## config.mk

```make
export PLATFORM = sky130hd
export DESIGN_NAME = ivpm_top
export DESIGN_NICKNAME = d
export VERILOG_FILES = /design/src/hw/ivpm_pkg.sv /design/src/hw/ivpm_sync.sv /design/src/hw/ivpm_prio.sv /design/src/hw/ivpm_top.sv
export VERILOG_INCLUDE_DIRS = /design/src /design/src/hw
export SDC_FILE = /design/constraint.sdc
export NUM_CORES = 1
export LEC_CHECK = 0
export BUFFER_PORTS_ARGS = -buffer_cell sky130_fd_sc_hd__buf_2
export CAP_MARGIN = 20
export CORE_ASPECT_RATIO = 0.9
export CORE_MARGIN = 1.5
export CORE_UTILIZATION = 55
export CTS_CLUSTER_SIZE = 20
export DETAILED_ROUTE_END_ITERATION = 6
export GPL_TIMING_DRIVEN = 0
export PLACE_DENSITY_LB_ADDON = 0.3
export SLEW_MARGIN = 20
export SYNTH_ARGS = -nofsm -noshare
export SYNTH_HDL_FRONTEND = slang
export SYNTH_SLANG_ARGS = --single-unit
```

## constraint.sdc

```tcl
create_clock -name core_clk -period 3.7 [get_ports core_clk]
set_clock_uncertainty 0.15 [all_clocks]
set_input_delay 1.11 -clock core_clk [delete_from_list [all_inputs] [get_ports core_clk]]
set_output_delay 1.11 -clock core_clk [all_outputs]
set_load 0.03 [all_outputs]
```

## src/hw/ivpm_map.svh

```systemverilog
`ifndef IVPM_MAP_SVH
`define IVPM_MAP_SVH
// APB register byte offsets
`define IVPM_OFS_CTRL 12'h000
`define IVPM_OFS_ELEV 12'h004
`define IVPM_OFS_STAT 12'h008
`define IVPM_OFS_MASK 12'h00c
`define IVPM_OFS_VEC 12'h010
// Control register fields
`define IVPM_CTRL_IMASK 0
`define IVPM_CTRL_UNDERFLOW 1
`define IVPM_CTRL_ACCAEDGE 2
`define IVPM_CTRL_SPI 3
`define IVPM_CTRL_ACCBOVF 4
`define IVPM_CTRL_LOCK 5
`define IVPM_CTRL_LIMP 6
`define IVPM_CTRL_CLKMON 7
`define IVPM_CTRL_FCLKMON 8
`define IVPM_CTRL_CH0 12
`define IVPM_CTRL_CH1 16
// Reset values
`define IVPM_CTRL_RST 32'h0000_0001
`define IVPM_ELEV_RST 8'hf2
// Vector addresses
`define IVPM_VEC_CLKFAIL 16'hfffc
`define IVPM_VEC_EXTIRQ 16'hfff2
`define IVPM_VEC_ACCAEDGE 16'hffda
`define IVPM_VEC_SPI 16'hffd8
`define IVPM_VEC_CH0 16'hffd6
`define IVPM_VEC_CH1 16'hffd4
`define IVPM_VEC_UNDERFLOW 16'hffcc
`define IVPM_VEC_ACCBOVF 16'hffca
`define IVPM_VEC_CLKGEN 16'hffc2
`define IVPM_VEC_NONE 16'h0000
// Highest code that may be elevated
`define IVPM_ELEV_MAX 8'hf2
`endif

```

## src/hw/ivpm_pkg.sv

```systemverilog
package ivpm_pkg;
    // Maskable source indices, in default priority order (highest first)
    typedef enum logic [2:0] {
        SRC_EXTIRQ, SRC_ACCAEDGE, SRC_SPI, SRC_CH0, SRC_CH1, SRC_UNDERFLOW, SRC_ACCBOVF, SRC_CLKGEN
    } ivpm_src_t;
    // Serial channel request and enable group
    typedef struct packed {
        logic idleLine;
        logic rxFull;
        logic txComplete;
        logic txEmpty;
    } ivpm_ser_t;
    // APB slave request carrier
    typedef struct packed {
        logic psel;
        logic penable;
        logic pwrite;
        logic [11:0] paddr;
        logic [31:0] pwdata;
    } ivpm_apb_req_t;
    // Main state
    typedef struct packed {
        logic [31:0] ctrl;
        logic [7:0] elev;
        logic [8:0] stat;
        logic [8:0] mask;
        logic [15:0] vec;
        logic vecValid;
        logic [31:0] prdata;
        logic pslverr;
        logic ack; // Answer registered, pready up for one cycle
    } ivpm_state_t;
endpackage : ivpm_pkg

```

## src/hw/ivpm_sync.sv

```systemverilog
`timescale 1ns/1ns
`default_nettype none
// Three-stage synchroniser; output moves once stages two and three agree
module ivpm_sync
    import ivpm_pkg::*;
(
    // Clock and reset
    input wire logic core_clk,
    input wire logic rst_b,
    input wire logic clkEn,
    // Data
    input wire logic pinIn,
    output logic pinOut
);
    typedef struct packed {
        logic s1;
        logic s2;
        logic s3;
        logic out;
    } ivpm_sync_t;
    ivpm_sync_t state_q;
    ivpm_sync_t state_d;
    ////////////////////////////////////////////////////////////////
    // Next state; stage one feeds only stage two
    always_comb begin
        state_d = state_q;
        if (clkEn) begin
            state_d.s1 = pinIn;
            state_d.s2 = state_q.s1;
            state_d.s3 = state_q.s2;
            // Filter glitch of one sample
            if (state_q.s2 == state_q.s3) begin
                state_d.out = state_q.s3;
            end
        end
    end
    // Registers
    always_ff @(posedge core_clk or negedge rst_b) begin
        if (!rst_b) begin
            state_q <= '0;
        end else begin
            state_q <= state_d;
        end
    end
    assign pinOut = state_q.out;
endmodule : ivpm_sync
`default_nettype wire

```

## src/hw/ivpm_prio.sv

```systemverilog
`timescale 1ns/1ns
`default_nettype none
`include "ivpm_map.svh"
// Picks the vector: elevated source first, then descending address
module ivpm_prio
    import ivpm_pkg::*;
(
    // Requests, already gated by enables and global mask
    input wire logic [7:0] req,
    input wire logic [7:0] elevCode,
    // Chosen vector
    output logic [15:0] vec,
    output logic valid
);
    // Vector table indexed by source
    function automatic logic [15:0] vecOf(input int i);
        case (i)
            0: vecOf = `IVPM_VEC_EXTIRQ;
            1: vecOf = `IVPM_VEC_ACCAEDGE;
            2: vecOf = `IVPM_VEC_SPI;
            3: vecOf = `IVPM_VEC_CH0;
            4: vecOf = `IVPM_VEC_CH1;
            5: vecOf = `IVPM_VEC_UNDERFLOW;
            6: vecOf = `IVPM_VEC_ACCBOVF;
            7: vecOf = `IVPM_VEC_CLKGEN;
            default: vecOf = `IVPM_VEC_NONE;
        endcase
    endfunction : vecOf
    ////////////////////////////////////////////////////////////////
    // Selection
    always_comb begin
        logic [7:0] elevHit;
        logic known;
        logic [15:0] cand;
        elevHit = '0;
        known = 1'b0;
        cand = `IVPM_VEC_NONE;
        vec = `IVPM_VEC_NONE;
        valid = 1'b0;
        for (int i = 0; i < 8; i++) begin
            // A function result cannot be part-selected directly
            cand = vecOf(i);
            if (cand[7:0] == elevCode) begin
                elevHit[i] = 1'b1;
                known = 1'b1;
            end
        end
        // Unknown or over-range code falls back to the external pin
        if (!known || elevCode > `IVPM_ELEV_MAX) begin
            elevHit = 8'h01;
        end
        // Default order, lowest index is highest address
        for (int i = 7; i >= 0; i--) begin
            if (req[i]) begin
                vec = vecOf(i);
                valid = 1'b1;
            end
        end
        // Elevated source overrides
        if (|(req & elevHit)) begin
            for (int i = 0; i < 8; i++) begin
                if (req[i] && elevHit[i]) begin
                    vec = vecOf(i);
                end
            end
        end
    end
endmodule : ivpm_prio
`default_nettype wire

```

## src/hw/ivpm_top.sv

```systemverilog
// Overview of operation
// - Clock failure vectors FFFC, monitor enables only
// - Underflow vectors FFCC, gated, elevate with CC
// - Accumulator A edge vectors FFDA, elevate DA
// - SPI complete vectors FFD8, elevate D8
// - Accumulator B overflow vectors FFCA, elevate CA
// - Lock or limp-home vectors FFC2, elevate C2
// - Serial channels FFD6 and FFD4, ORed sources
// - Maskables seen only while I clear
// - Elevation write accepted only while I set
// - Bad elevation code makes pin highest
`timescale 1ns/1ns
`default_nettype none
`include "ivpm_map.svh"
module ivpm_top
    import ivpm_pkg::*;
(
    // Clock, reset, enable
    input wire logic core_clk,
    input wire logic rst_b,
    input wire logic clkEn,
    // APB slave
    input wire logic psel,
    input wire logic penable,
    input wire logic pwrite,
    input wire logic [11:0] paddr,
    input wire logic [31:0] pwdata,
    output logic [31:0] prdata,
    output logic pready,
    output logic pslverr,
    // Peripheral requests, same clock
    input wire logic clockFailReq,
    input wire logic underflowReq,
    input wire logic accAEdgeReq,
    input wire logic spiDoneReq,
    input wire logic accBOverflowReq,
    input wire logic lockReq,
    input wire logic limpHomeReq,
    input wire ivpm_ser_t ch0Req,
    input wire ivpm_ser_t ch1Req,
    // External maskable pin, asynchronous, active low
    input wire logic extIrq_b,
    // Core side
    output logic [15:0] vectorAddr,
    output logic vectorValid,
    output logic irq
);
    ivpm_state_t state_q; // All state
    ivpm_state_t state_d; // Next state
    ivpm_apb_req_t apb; // Bundled bus request
    logic extIrqSync; // Synchronised pin request, active high
    logic [7:0] gatedReq; // Maskable requests after gating
    logic [7:0] rawReq; // Maskable requests after local enable
    logic clkFailEn; // Clock monitor armed
    logic clkFail; // Clock fail reset request
    logic [15:0] selVec; // Arbiter choice
    logic selValid; // Arbiter found a request
    logic iMask; // Global I bit
    logic [3:0] ch0En; // Channel 0 enables
    logic [3:0] ch1En; // Channel 1 enables
    logic [8:0] events; // Sticky event sources
    logic accessDone; // Access phase completes
    assign apb = '{psel: psel, penable: penable, pwrite: pwrite, paddr: paddr, pwdata: pwdata};
    ////////////////////////////////////////////////////////////////
    // Pin synchroniser; fed inverted so its reset value is the idle level
    ivpm_sync uSync (
        .core_clk(core_clk),
        .rst_b(rst_b),
        .clkEn(clkEn),
        .pinIn(~extIrq_b),
        .pinOut(extIrqSync)
    );
    ////////////////////////////////////////////////////////////////
    // Request gating
    assign iMask = state_q.ctrl[`IVPM_CTRL_IMASK];
    assign ch0En = state_q.ctrl[`IVPM_CTRL_CH0 +: 4];
    assign ch1En = state_q.ctrl[`IVPM_CTRL_CH1 +: 4];
    // Clock fail ignores I, armed by either monitor bit
    assign clkFailEn = state_q.ctrl[`IVPM_CTRL_CLKMON] | state_q.ctrl[`IVPM_CTRL_FCLKMON];
    assign clkFail = clockFailReq & clkFailEn;
    always_comb begin
        rawReq = '0;
        rawReq[SRC_EXTIRQ] = extIrqSync;
        rawReq[SRC_ACCAEDGE] = accAEdgeReq & state_q.ctrl[`IVPM_CTRL_ACCAEDGE];
        rawReq[SRC_SPI] = spiDoneReq & state_q.ctrl[`IVPM_CTRL_SPI];
        rawReq[SRC_CH0] = |(ch0Req & ch0En);
        rawReq[SRC_CH1] = |(ch1Req & ch1En);
        rawReq[SRC_UNDERFLOW] = underflowReq & state_q.ctrl[`IVPM_CTRL_UNDERFLOW];
        rawReq[SRC_ACCBOVF] = accBOverflowReq & state_q.ctrl[`IVPM_CTRL_ACCBOVF];
        // Either lock or limp-home enable arms it
        rawReq[SRC_CLKGEN] = (lockReq & state_q.ctrl[`IVPM_CTRL_LOCK])
                           | (limpHomeReq & state_q.ctrl[`IVPM_CTRL_LIMP]);
    end
    // Global mask blocks all maskables
    assign gatedReq = iMask ? 8'h00 : rawReq;
    assign events = {clkFail, gatedReq};
    ////////////////////////////////////////////////////////////////
    // Arbiter
    ivpm_prio uPrio (
        .req(gatedReq),
        .elevCode(state_q.elev),
        .vec(selVec),
        .valid(selValid)
    );
    ////////////////////////////////////////////////////////////////
    // Next state, including APB access
    // Work is done in the first access cycle only; the next one answers
    assign accessDone = apb.psel & apb.penable & ~state_q.ack;
    always_comb begin
        state_d = state_q;
        if (clkEn) begin
            // Clock fail wins over any maskable choice
            if (clkFail) begin
                state_d.vec = `IVPM_VEC_CLKFAIL;
                state_d.vecValid = 1'b1;
            end else begin
                state_d.vec = selVec;
                state_d.vecValid = selValid;
            end
            state_d.pslverr = 1'b0;
            // One wait state, so read data stand when pready is sampled
            state_d.ack = accessDone;
            // Sticky status; set wins over the read clear
            if (accessDone && !apb.pwrite && apb.paddr == `IVPM_OFS_STAT) begin
                state_d.stat = events;
            end else begin
                state_d.stat = state_q.stat | events;
            end
            if (accessDone) begin
                state_d.prdata = '0;
                if (apb.pwrite) begin
                    case (apb.paddr)
                        `IVPM_OFS_CTRL: state_d.ctrl = apb.pwdata;
                        `IVPM_OFS_ELEV: begin
                            // Dropped silently while I clear
                            if (iMask) begin
                                state_d.elev = apb.pwdata[7:0];
                            end
                        end
                        `IVPM_OFS_MASK: state_d.mask = apb.pwdata[8:0];
                        `IVPM_OFS_STAT: ;
                        `IVPM_OFS_VEC: ;
                        default: state_d.pslverr = 1'b1;
                    endcase
                end else begin
                    case (apb.paddr)
                        `IVPM_OFS_CTRL: state_d.prdata = state_q.ctrl;
                        `IVPM_OFS_ELEV: state_d.prdata = {24'h000000, state_q.elev};
                        `IVPM_OFS_STAT: state_d.prdata = {23'h000000, state_q.stat};
                        `IVPM_OFS_MASK: state_d.prdata = {23'h000000, state_q.mask};
                        `IVPM_OFS_VEC: state_d.prdata = {15'h0000, state_q.vecValid, state_q.vec};
                        default: state_d.pslverr = 1'b1;
                    endcase
                end
            end
        end
    end
    ////////////////////////////////////////////////////////////////
    // Registers; I bit set out of reset
    always_ff @(posedge core_clk or negedge rst_b) begin
        if (!rst_b) begin
            state_q <= '{ctrl: `IVPM_CTRL_RST, elev: `IVPM_ELEV_RST, stat: 9'h000, mask: 9'h000,
                         vec: `IVPM_VEC_NONE, vecValid: 1'b0, prdata: 32'h00000000, pslverr: 1'b0,
                         ack: 1'b0};
        end else begin
            state_q <= state_d;
        end
    end
    ////////////////////////////////////////////////////////////////
    // Outputs; data come from flip-flops, one wait state on every access
    assign prdata = state_q.prdata;
    assign pslverr = state_q.pslverr;
    assign pready = state_q.ack;
    assign vectorAddr = state_q.vec;
    assign vectorValid = state_q.vecValid;
    assign irq = |(state_q.stat & state_q.mask);
endmodule : ivpm_top
`default_nettype wire

```

==> metrics.txt, run 1 <==
status=completed; RSZ-0062 raised after global routing=false; Vias/cell=roughly 5.7; Slew Limit Fails=0; largest net degree at the start of global routing=54; Post-Syn Nets=around 500; Antenna diodes=0; Final min period=around 3.2 ns; Post-Syn Area per Cell=11.5 um^2; synth unique cells=between 50 and 60; most frequent cells in the layout=115 x buf_2, 97 x dfrtp_1, 49 x buf_4; Fin. Hold Viols=0; GRT overflow=0; Crit-path slowest cell=mux2_1; slowest stage delay, CP=0.34 ns; DR vias=approximately 4000; vias in the first global route=a little under 4000; top_reg_cell synth=dfrtp_1; Post-CTS Setup Repair Bufs=0; Initial Utilization=56.7%; maxcap violations=0; commonest non-fill, non-tap cell in the layout=buf_2; post-route cell area=6100 um^2; RR Endpoint=vectorAddr[2]$_DFFE_PN0P_; sum of negative setup slack=0 ns; Pwr Total=approximately 2.2 mW; Sink Count=103; final period utilization=between 80% and 90%; DR iter-0 viols=~220; Synth area leaders=dfrtp_1 47%, buf_4 7.1%, mux2_1 7.0%, mux4_2 3.5%, dfstp_2 3.1%; min-delay worst type=reg2reg; hold_sp=state_q[106]$_DFFE_PN0P_; Yosys top cell area share=around 47%; Place WS=0.151 ns; # IOs=~120; kind of critical path=in2reg; PD cells=366 nW/um^2; total wire length after detailed routing=12.1 mm; FF-to-FF setup slack=~1.2 ns; Core Region=between 9000 and 10000 um^2; num rows=33; Die W=~100 um; setup ws final=0.530 ns; Critical Path Fanout Max=10; Pre-antenna DRT Iters=5; # DRC=0; Mapped Area=5150 um^2; CP required=between 3 and 4 ns; Startpoint Class=input pin; placed instance area=5900 um^2; worst vdd ir=between 200 and 250 uV; routability congestion estimate from global placement=~0.96; LEAKAGE=roughly 3.1 nW; largest area contributor in the netlist=dfrtp_1; sequential fraction of the synthesis area=50.2%; crit path cell chain=buf_2 > nor4_2 > nand3_2 > or2_1 > buf_6 > nor3_4 > and3_1 > buf_4 > buf_8 > mux2_1; Worst Setup End Kind=flip-flop; root buf cell=clkbuf_8; CTS H-tree lvls=3; CTS buffer count=9; antenna violation net count after detailed routing=0; Fin Hold WS=0.342 ns; Hold EP=prdata[29]$_DFFE_PN0P_; Max Freq=approximately 0.32 GHz; final setup fails=0; wire per inst=17.3 um; Slew HR=around 45%; layout cells sized above 1=between 30% and 40%; gr usage total=between 20% and 30%; flops & latches, synth=103; Register-to-Register Path Depth=6; Die Y=roughly 95 um; PortBufs=between 100 and 150; final cell count without fillers=701; hold_buf cts=0; global-route wire length before repair=19.7 mm; Mapped Cells=between 400 and 500; Synth Warn #=0; post-layout util=roughly two thirds; Clock Latency Late Sink=between 0.3 and 0.4 ns; RR Startpoint=state_q[70]$_DFFE_PN1P_; worst-margin pin slew=0.825 ns; Clk pin slew, worst setup/hold paths=between 0.1 and 0.15 ns; initial antenna violation count=0; synth-to-layout area growth=18.5%; CTS tree=built; die area=approximately 9900 um^2; crit path DAT=about 3.3 ns; Post-synth EDFFs=0; hpwl dp=9.13 mm; clk buf depth=2; Nets=640; ys async rst share=100%; Inst Count DP=around 690; hold-critical path depth=1; Post-CTS Resized=0
## worst max path at each step
stage / to / start / slack [ns] / depth (start not counted)
finish: state_q[81]$_DFFE_PN0P_ / paddr[7] / 0.53 / 10
global route: state_q[81]$_DFFE_PN0P_ / paddr[7] / 0.37 / 10
CTS: state_q[81]$_DFFE_PN0P_ / paddr[7] / 0.52 / 10
detailed placement: ch1En[2]$_DFFE_PN0P_ / paddr[7] / 0.15 / 10
global placement: state_q[79]$_DFFE_PN0P_ / paddr[7] / 0.25 / 10
floorplan: ch0En[0]$_DFFE_PN0P_ / paddr[7] / 0.54 / 9
## layout make-up
type	count	area, um^2
tap	122	153
multi-input combinational	267	2040
sequential	103	2580
clock inverter	6	55.1
fill	720	2990
buffer	71	494
timing repair buffer	115	604
inverter	7	26.3
clock buffer	10	138
## Yosys cell counts, types with 3 or more instances
cell / instances
dfrtp_1: 97
buf_4: 49
nand2_1: 41
mux2_1: 32
o21ai_0: 28
a22o_1: 18
a21oi_1: 17
clkbuf_1: 16
a22oi_1: 12
nand3_1: 12
mux2_2: 11
mux4_2: 8
nor2_1: 8
inv_1: 7
o21ai_1: 7
dfstp_2: 6
mux2_4: 6
a31oi_1: 5
nand2b_1: 5
nor4_1: 5
nor3_1: 4
and2_1: 3
buf_8: 3
mux2i_1: 3
nor2b_1: 3
o21a_1: 3
## cell families (layout without fill, tap and decap cells)
group / count (synthesis) / in the layout / synth area share [%]
buf+inv: 78 / 209 / 10.1
compound gates: 103 / 103 / 13.1
other cells: 1 / 1 / 0.0729
flops: 103 / 103 / 50.2
simple gates: 103 / 103 / 11.3
mux: 60 / 60 / 15.2
## per-layer routing
| layer | track usage [%] | wire [um] | vias to the layer above |
|---|---|---|---|
| li1 | - | - | 1840 |
| met3 | 3.11 | 710 | 21 |
| met1 | 35.2 | 5380 | 1955 |
| met5 | 0 | 0 | - |
| met4 | 9.93 | 274 | 0 |
| met2 | 42.1 | 5760 | 155 |
## state kept, by name (all words and copies together) (netlist names)
signal         count
state_q           49
prdata            32
vectorAddr         6
ch0En              4
ch1En              4
uSync.state_q      3
iMask              1
pready             1
pslverr            1
uSync.pinOut       1
vectorValid        1
## power by group
group          leakage [nW]  switching [mW]  total, mW  internal, mW
registers              1.39          0.0335       1.19          1.15
logic                  1.62           0.206      0.348         0.142
clock network         0.100           0.420      0.700         0.280
total                  3.10           0.660       2.23          1.57
## critical path: cells and delay by family
kind | cells | cell delay, ns
AND/OR/NAND/NOR | 5 | 1.24
buffers and inverters | 4 | 0.56
multiplexers | 1 | 0.34
Power figures use the tool's default switching activity.
==> run 2: changes to the inputs <==
==> constraint.sdc (replaced) <==
create_clock -name core_clk -period 3.7 [get_ports core_clk]
set_clock_uncertainty 0.15 [all_clocks]
set_input_delay 0 -clock core_clk [delete_from_list [all_inputs] [get_ports core_clk]]
set_output_delay 0 -clock core_clk [all_outputs]
set_load 0.03 [all_outputs]
==> run 2 against run 1 <==
Effect of this change:
- cell count rose by 6.6%
- clock power barely moved
- fmax rose by 20%
- global-route usage rose by 1.6 points
- die area did not move
- register-to-register slack got worse by 0.15 ns
- total power rose by 1.7%
- critical path depth fell by 5
- non-clock buffer count rose by 46
- cell area rose by 7.6%
- critical path type is now reg2reg
==> metrics.txt, run 2 (synthesis gave the netlist of run 1 again) <==
met1 Use GR=36.9% (+1.7 points); GRT Max-Usage Layer=met2; DR vias=4140 (+4.3%); synth-to-layout area growth=27.4%; Clock Latency Late Sink=0.37 ns (about the same); num rows=33 (unchanged); Die Y=94.8 um (unchanged); Worst Setup End Kind=flip-flop; hold_buf cts=46 (+46); final period utilization=71.5% (-14 points); RR Endpoint=state_q[73]$_DFFE_PN1P_; Fin. Hold Viols=0 (unchanged); RSZ-0062 raised after global routing=false; crit path DAT=2.78 ns (-0.48 ns); CTS tree=built; most frequent cells in the layout=115 x buf_2, 97 x dfrtp_1, 49 x buf_4; worst-margin pin slew=0.819 ns (-0.00605 ns); # DRC=0 (unchanged); Post-CTS Setup Repair Bufs=0 (unchanged); commonest non-fill, non-tap cell in the layout=buf_2; Pre-antenna DRT Iters=5 (unchanged); global-route wire length before repair=20.8 mm (+6.0%); root buf cell=clkbuf_8; min-delay worst type=in2reg; kind of critical path=reg2reg; Startpoint Class=flip-flop; FF-to-FF setup slack=1.05 ns (-0.15 ns); antenna violation net count after detailed routing=0 (unchanged); die area=9950 um^2 (unchanged); Register-to-Register Path Depth=5 (-1); Fin Hold WS=0.0414 ns (-0.301 ns); sum of negative setup slack=0 ns (unchanged); Vias/cell=5.54 (-2.2%); vias in the first global route=4112 (+5.3%); largest net degree at the start of global routing=54 (unchanged); gr usage total=27.2% (+1.6 points); GRT overflow=0 (unchanged); PD cells=346 nW/um^2 (-5.5%); Core Region=9080 um^2 (unchanged); Critical Path Fanout Max=10 (unchanged); worst vdd ir=218 uV (+5.8%); Antenna diodes=0 (unchanged); status=completed; max reg flops=49 (unchanged); hpwl dp=9.13 mm (unchanged); largest register by flop count=state_q; Sink Count=103 (unchanged); Worst Setup SP=iMask$_DFFE_PN1P_; grt met2 use=45.6% (+3.5 points); routability congestion estimate from global placement=0.962 (unchanged); RR Startpoint=iMask$_DFFE_PN1P_; Global Route met3 Usage=3.31% (+0.21 points); Clk pin slew, worst setup/hold paths=0.10 ns (about the same); CTS H-tree lvls=3 (unchanged); Nets=686 (+7.2%); Slew HR=45.2% (+0.41 points); LEAKAGE=3.29 nW (+6.0%); DR iter-0 viols=286 (+28%); CP required=3.84 ns (+0.05 ns); layout cells sized above 1=36.0% (-2.9 points); Slew Limit Fails=0 (unchanged); clk buf depth=2 (unchanged); Post-CTS Resized=0 (unchanged); CTS buffer count=9 (unchanged); total wire length after detailed routing=12.8 mm (+5.8%); maxcap violations=0 (unchanged); Max Freq=0.378 GHz (+20%); Final min period=2.65 ns (-0.525 ns); # IOs=118 (unchanged); Die W=105 um (unchanged); wire per inst=17.2 um (-0.76%); Pwr Total=2.27 mW (+1.7%); Initial Utilization=56.7% (unchanged); final setup fails=0 (unchanged); PortBufs=114 (unchanged); Setup crit end=state_q[73]$_DFFE_PN1P_; initial antenna violation count=0 (unchanged)
[run 2: cell types whose count changed in the layout (fill, tap and decap cells not counted)]
| cell | change |
|---|---|
| dlygate4sd3_1 | +46 |
[run 2: layout make-up]
type | instances | area [um^2]
Buffer | 71 | 494
Clock buffer | 10 | 138
Clock inverter | 6 | 55.1
Fill cell | 659 | 2530
Inverter | 7 | 26.3
Multi-Input combinational cell | 267 | 2040
Sequential cell | 103 | 2580
Tap cell | 122 | 153
Timing Repair Buffer | 161 | 1060
[run 2: where the power goes]
part	total (mW)	internal [mW]	leakage [nW]	switching, mW
Clock	0.700	0.280	0.100	0.420
Combinational	0.385	0.172	1.80	0.213
Sequential	1.19	1.15	1.39	0.0335
[run 2: worst min-delay path by stage]
stage               startpoint                      endpoint  slack [ns]  cells after the start
finish               ch1Req[1]       state_q[64]$_DFFE_PN0P_        0.04                      4
global route         ch1Req[1]       state_q[64]$_DFFE_PN0P_        0.08                      4
CTS                  paddr[10]         prdata[0]$_DFFE_PN0P_        0.05                      6
detailed placement       rst_b  uSync.state_q[2]$_DFFE_PN0P_       -0.17                      1
global placement      extIrq_b  uSync.state_q[3]$_DFFE_PN0P_        0.03                      2
floorplan                rst_b          ch0En[0]$_DFFE_PN0P_       -0.45                      0
[run 2: metal layers]
metal  routed length, um  part of all wire [%]  vias up
met4                 282                   2.2        0
met2                6210                    48      161
met3                 706                   5.5       24
met1                5620                    44     2027
li1                    -                     -     1928
met5                   0                     0        -
[run 2: worst max-delay path, stage by stage (launching register included)]
cell and delay (ns):
dfstp_2 0.53, clkbuf_1 0.38, nor4b_4 0.76, nand2_1 0.10, dlygate4sd3_1 0.57, o21ai_0 0.07
[run 2: through the flow]
step                setup WS (ns)  area (um^2)  util [%]  std cells
floorplan                    1.52         5150         -        448
global placement             1.20         5870      64.6        684
detailed placement           1.26         5900      65.0        685
CTS                          1.06         6560      72.2        747
global route                0.923         6560      72.2        747
finish                       1.05         6560      72.2        747
==> run 3: changes to the inputs <==
- ABC_AREA: not set -> 1
- CORE_UTILIZATION: 55 -> 49
- clock period: 3.7 -> 2.4 ns (I/O delays scaled with it)
==> run 3 against run 2 <==
Effect of this change:
- the run now ends with design-rule violations left
- sequential share of layout area is 1.0 points lower
- die area increased by 14%
- sequential cell count unchanged
- cell area grew 2.7%
- sequential power is 51% higher
- area after synthesis rose by 1.9%
- first-iteration DRC count grew 30%
- setup slack worse by 0.80 ns
- largest cell class unchanged
- combinational power rose by 18%
==> metrics.txt, run 3 <==
Initial Utilization=50.7% (-5.9 points); Startpoint Class=flip-flop; XOR/XNOR Fraction of Synth Area=0% (unchanged); clk buf depth=2 (unchanged); Post-CTS Resized=0 (unchanged); Slew HR=59.1% (+14 points); Post-synth EDFFs=0 (unchanged); final period utilization=89.3% (+18 points); flops & latches, synth=103 (unchanged); final setup fails=0 (unchanged); min-delay worst type=in2reg; Synth Warn #=0 (unchanged); maxcap violations=0 (unchanged); most frequent cells in the layout=135 x nand2_1, 120 x buf_2, 97 x dfrtp_1; worst-margin pin slew=0.607 ns (-0.212 ns); CTS buffer count=9 (unchanged); RSZ-0062 raised after global routing=false; crit path DAT=2.27 ns (-0.51 ns); most common cell in the netlist=nand2_1; commonest non-fill, non-tap cell in the layout=nand2_1; global-route wire length before repair=22.9 mm (+10%); Clk pin slew, worst setup/hold paths=0.07 ns (-0.03 ns); setup ws final=0.257 ns (-0.797 ns); Post-Synth Simple-Gate Area=18.2% (+6.9 points); complex-gate fraction of the synthesized area=13.9% (+0.83 points); wire per inst=16.3 um (-4.9%); Worst Setup End Kind=flip-flop; gr usage total=25.8% (-1.3 points); hpwl dp=10.3 mm (+13%); multiplexer area fraction after synthesis=5.66% (-9.6 points); sequential fraction of the synthesis area=49.3% (-0.92 points); total wire length after detailed routing=14.3 mm (+12%); Fin. Hold Viols=0 (unchanged); max reg flops=49 (unchanged); Pre-antenna DRT Iters=7 (+2); Mapped Cells=576 (+29%); Sink Count=103 (unchanged); worst vdd ir=398 uV (+83%); CP required=2.53 ns (-1.31 ns); Antenna diodes=0 (unchanged); Max Freq=0.467 GHz (+23%); initial antenna violation count=0 (unchanged); root buf cell=clkbuf_16; largest net degree at the start of global routing=75 (+39%); ys async rst share=100% (unchanged); PD cells=553 nW/um^2 (+60%); post-layout util=65.1% (-7.1 points); failing checks=design-rule violations; largest area contributor in the netlist=dfrtp_1; routability congestion estimate from global placement=0.939 (-2.3%); synth-to-layout area growth=28.4%; Pwr Total=3.72 mW (+64%); largest register by flop count=state_q; num rows=35 (+6.1%); Place WS=0.313 ns (-0.947 ns); antenna violation net count after detailed routing=0 (unchanged); status=complete, but fails checks; kind of critical path=reg2reg; GRT overflow=0 (unchanged); Synth Area in Adders=0% (unchanged); Slew Limit Fails=0 (unchanged); most frequent cells after synthesis=135 x nand2_1, 97 x dfrtp_1, 49 x buf_4; top_reg_cell synth=dfrtp_1; LEAKAGE=3.63 nW (+10%); vias in the first global route=4674 (+14%); PortBufs=116 (+1.8%); DR iter-0 viols=372 (+30%); DR vias=4702 (+14%); CTS tree=built; Yosys top cell area share=46.3% (-0.87 points); Die W=112 um (+6.7%); Post-Syn Nets=642 (+25%); Nets=811 (+18%); layout cells sized above 1=31.3% (-4.7 points); Die Y=101 um (+6.7%); Inst Count DP=822 (+20%); Mapped Area=5240 um^2 (+1.9%); final cell count without fillers=879 (+18%); # IOs=118 (unchanged); Post-Syn Area per Cell=9.10 um^2 (-21%); CTS H-tree lvls=3 (unchanged); die area=11300 um^2 (+14%); Clock Latency Late Sink=0.34 ns (-0.03 ns); synth unique cells=40 (-30%); # DRC=11 (+11); Vias/cell=5.35 (-3.5%); Core Region=10300 um^2 (+14%); FF-to-FF setup slack=0.26 ns (-0.80 ns); Final min period=2.14 ns (-0.503 ns); sum of negative setup slack=0 ns (unchanged); Critical Path Fanout Max=10 (unchanged); Synth area leaders=dfrtp_1 46%, nand2_1 9.7%, buf_4 7.0%, mux2_4 4.6%, o21ai_1 4.0%; main combinational cell family by area after synthesis=simple AND/OR/NAND/NOR gates
run 3: cell count changes in the layout (fill, tap and decap cells not counted), moves of 11 or more:
cell / before / now
inv_1: 7 / 44
a22oi_1: 12 / 0
mux2_2: 11 / 0
o21ai_1: 7 / 42
a32o_1: 0 / 15
nand2_1: 41 / 135
mux2_1: 32 / 5
nor2_1: 8 / 33
o21ai_0: 28 / 15
run 3: area by class of cell:
class	count	area (um^2)
buffer	67	470
tap	129	161
fill	860	3600
sequential	103	2580
clock inverter	7	81.3
clock buffer	9	225
multi-input combinational	351	1980
inverter	55	206
timing repair buffer	158	1020
run 3: final timing paths:
check | start | to | cells past startpoint
worst max-delay path | pready$_DFFE_PN0P_ | prdata[1]$_DFFE_PN0P_ | 6
worst min-delay path | lockReq | state_q[67]$_DFFE_PN0P_ | 5
worst max register to register | pready$_DFFE_PN0P_ | prdata[1]$_DFFE_PN0P_ | 6
worst min register to register | state_q[76]$_DFFE_PN1P_ | state_q[76]$_DFFE_PN1P_ | 2
max in group asynchronous | rst_b | state_q[55]$_DFFE_PN0P_ | 3
min in group asynchronous | rst_b | state_q[76]$_DFFE_PN1P_ | 2
run 3: per-layer routing:
layer	vias to the layer above	part of all wire, %	GRT usage [%]
met1	2266	44	34.1
met5	-	0	0
met4	0	2.1	8.18
li1	2217	-	-
met2	193	48	44.2
met3	26	6.7	4.67
run 3: report_power, final:
group | leakage [nW] | internal, mW | switching (mW)
Combinational | 2.14 | 0.190 | 0.264
Sequential | 1.34 | 1.76 | 0.0324
Clock | 0.150 | 0.748 | 0.723
Total | 3.63 | 2.70 | 1.02
run 3: logic make-up after synthesis:
logic type,count (synthesis)
mux,21
simple gates,217
flops,103
buf+inv,122
compound gates,112
other cells,1
run 3: worst max-delay path: stages, from the launching register on:
cell	delay, ns
dfrtp_1	0.38
inv_1	0.10
nand4_2	0.31
nor2_1	0.34
clkbuf_1	0.45
o21ai_1	0.24
nand2_1	0.10
run 3: per-stage QoR:
| stage | hold WS (ns) | cell area [um^2] |
|---|---|---|
| final | 0.00676 | 6730 |
| after global routing | 0.0233 | 6730 |
| after CTS | 0.00304 | 6740 |
| after detailed placement | -0.251 | 6020 |
| after global placement | 0.0512 | 5980 |
| after floorplan | -0.446 | 5240 |
run 3: timing repair:
| action | CTS | global route |
|---|---|---|
| hold endpoints to repair | 161 | 0 |
| setup buffers | 0 | 0 |
| hold buffers | 41 | 0 |
| endpoints found under the setup margin | 0 | 0 |
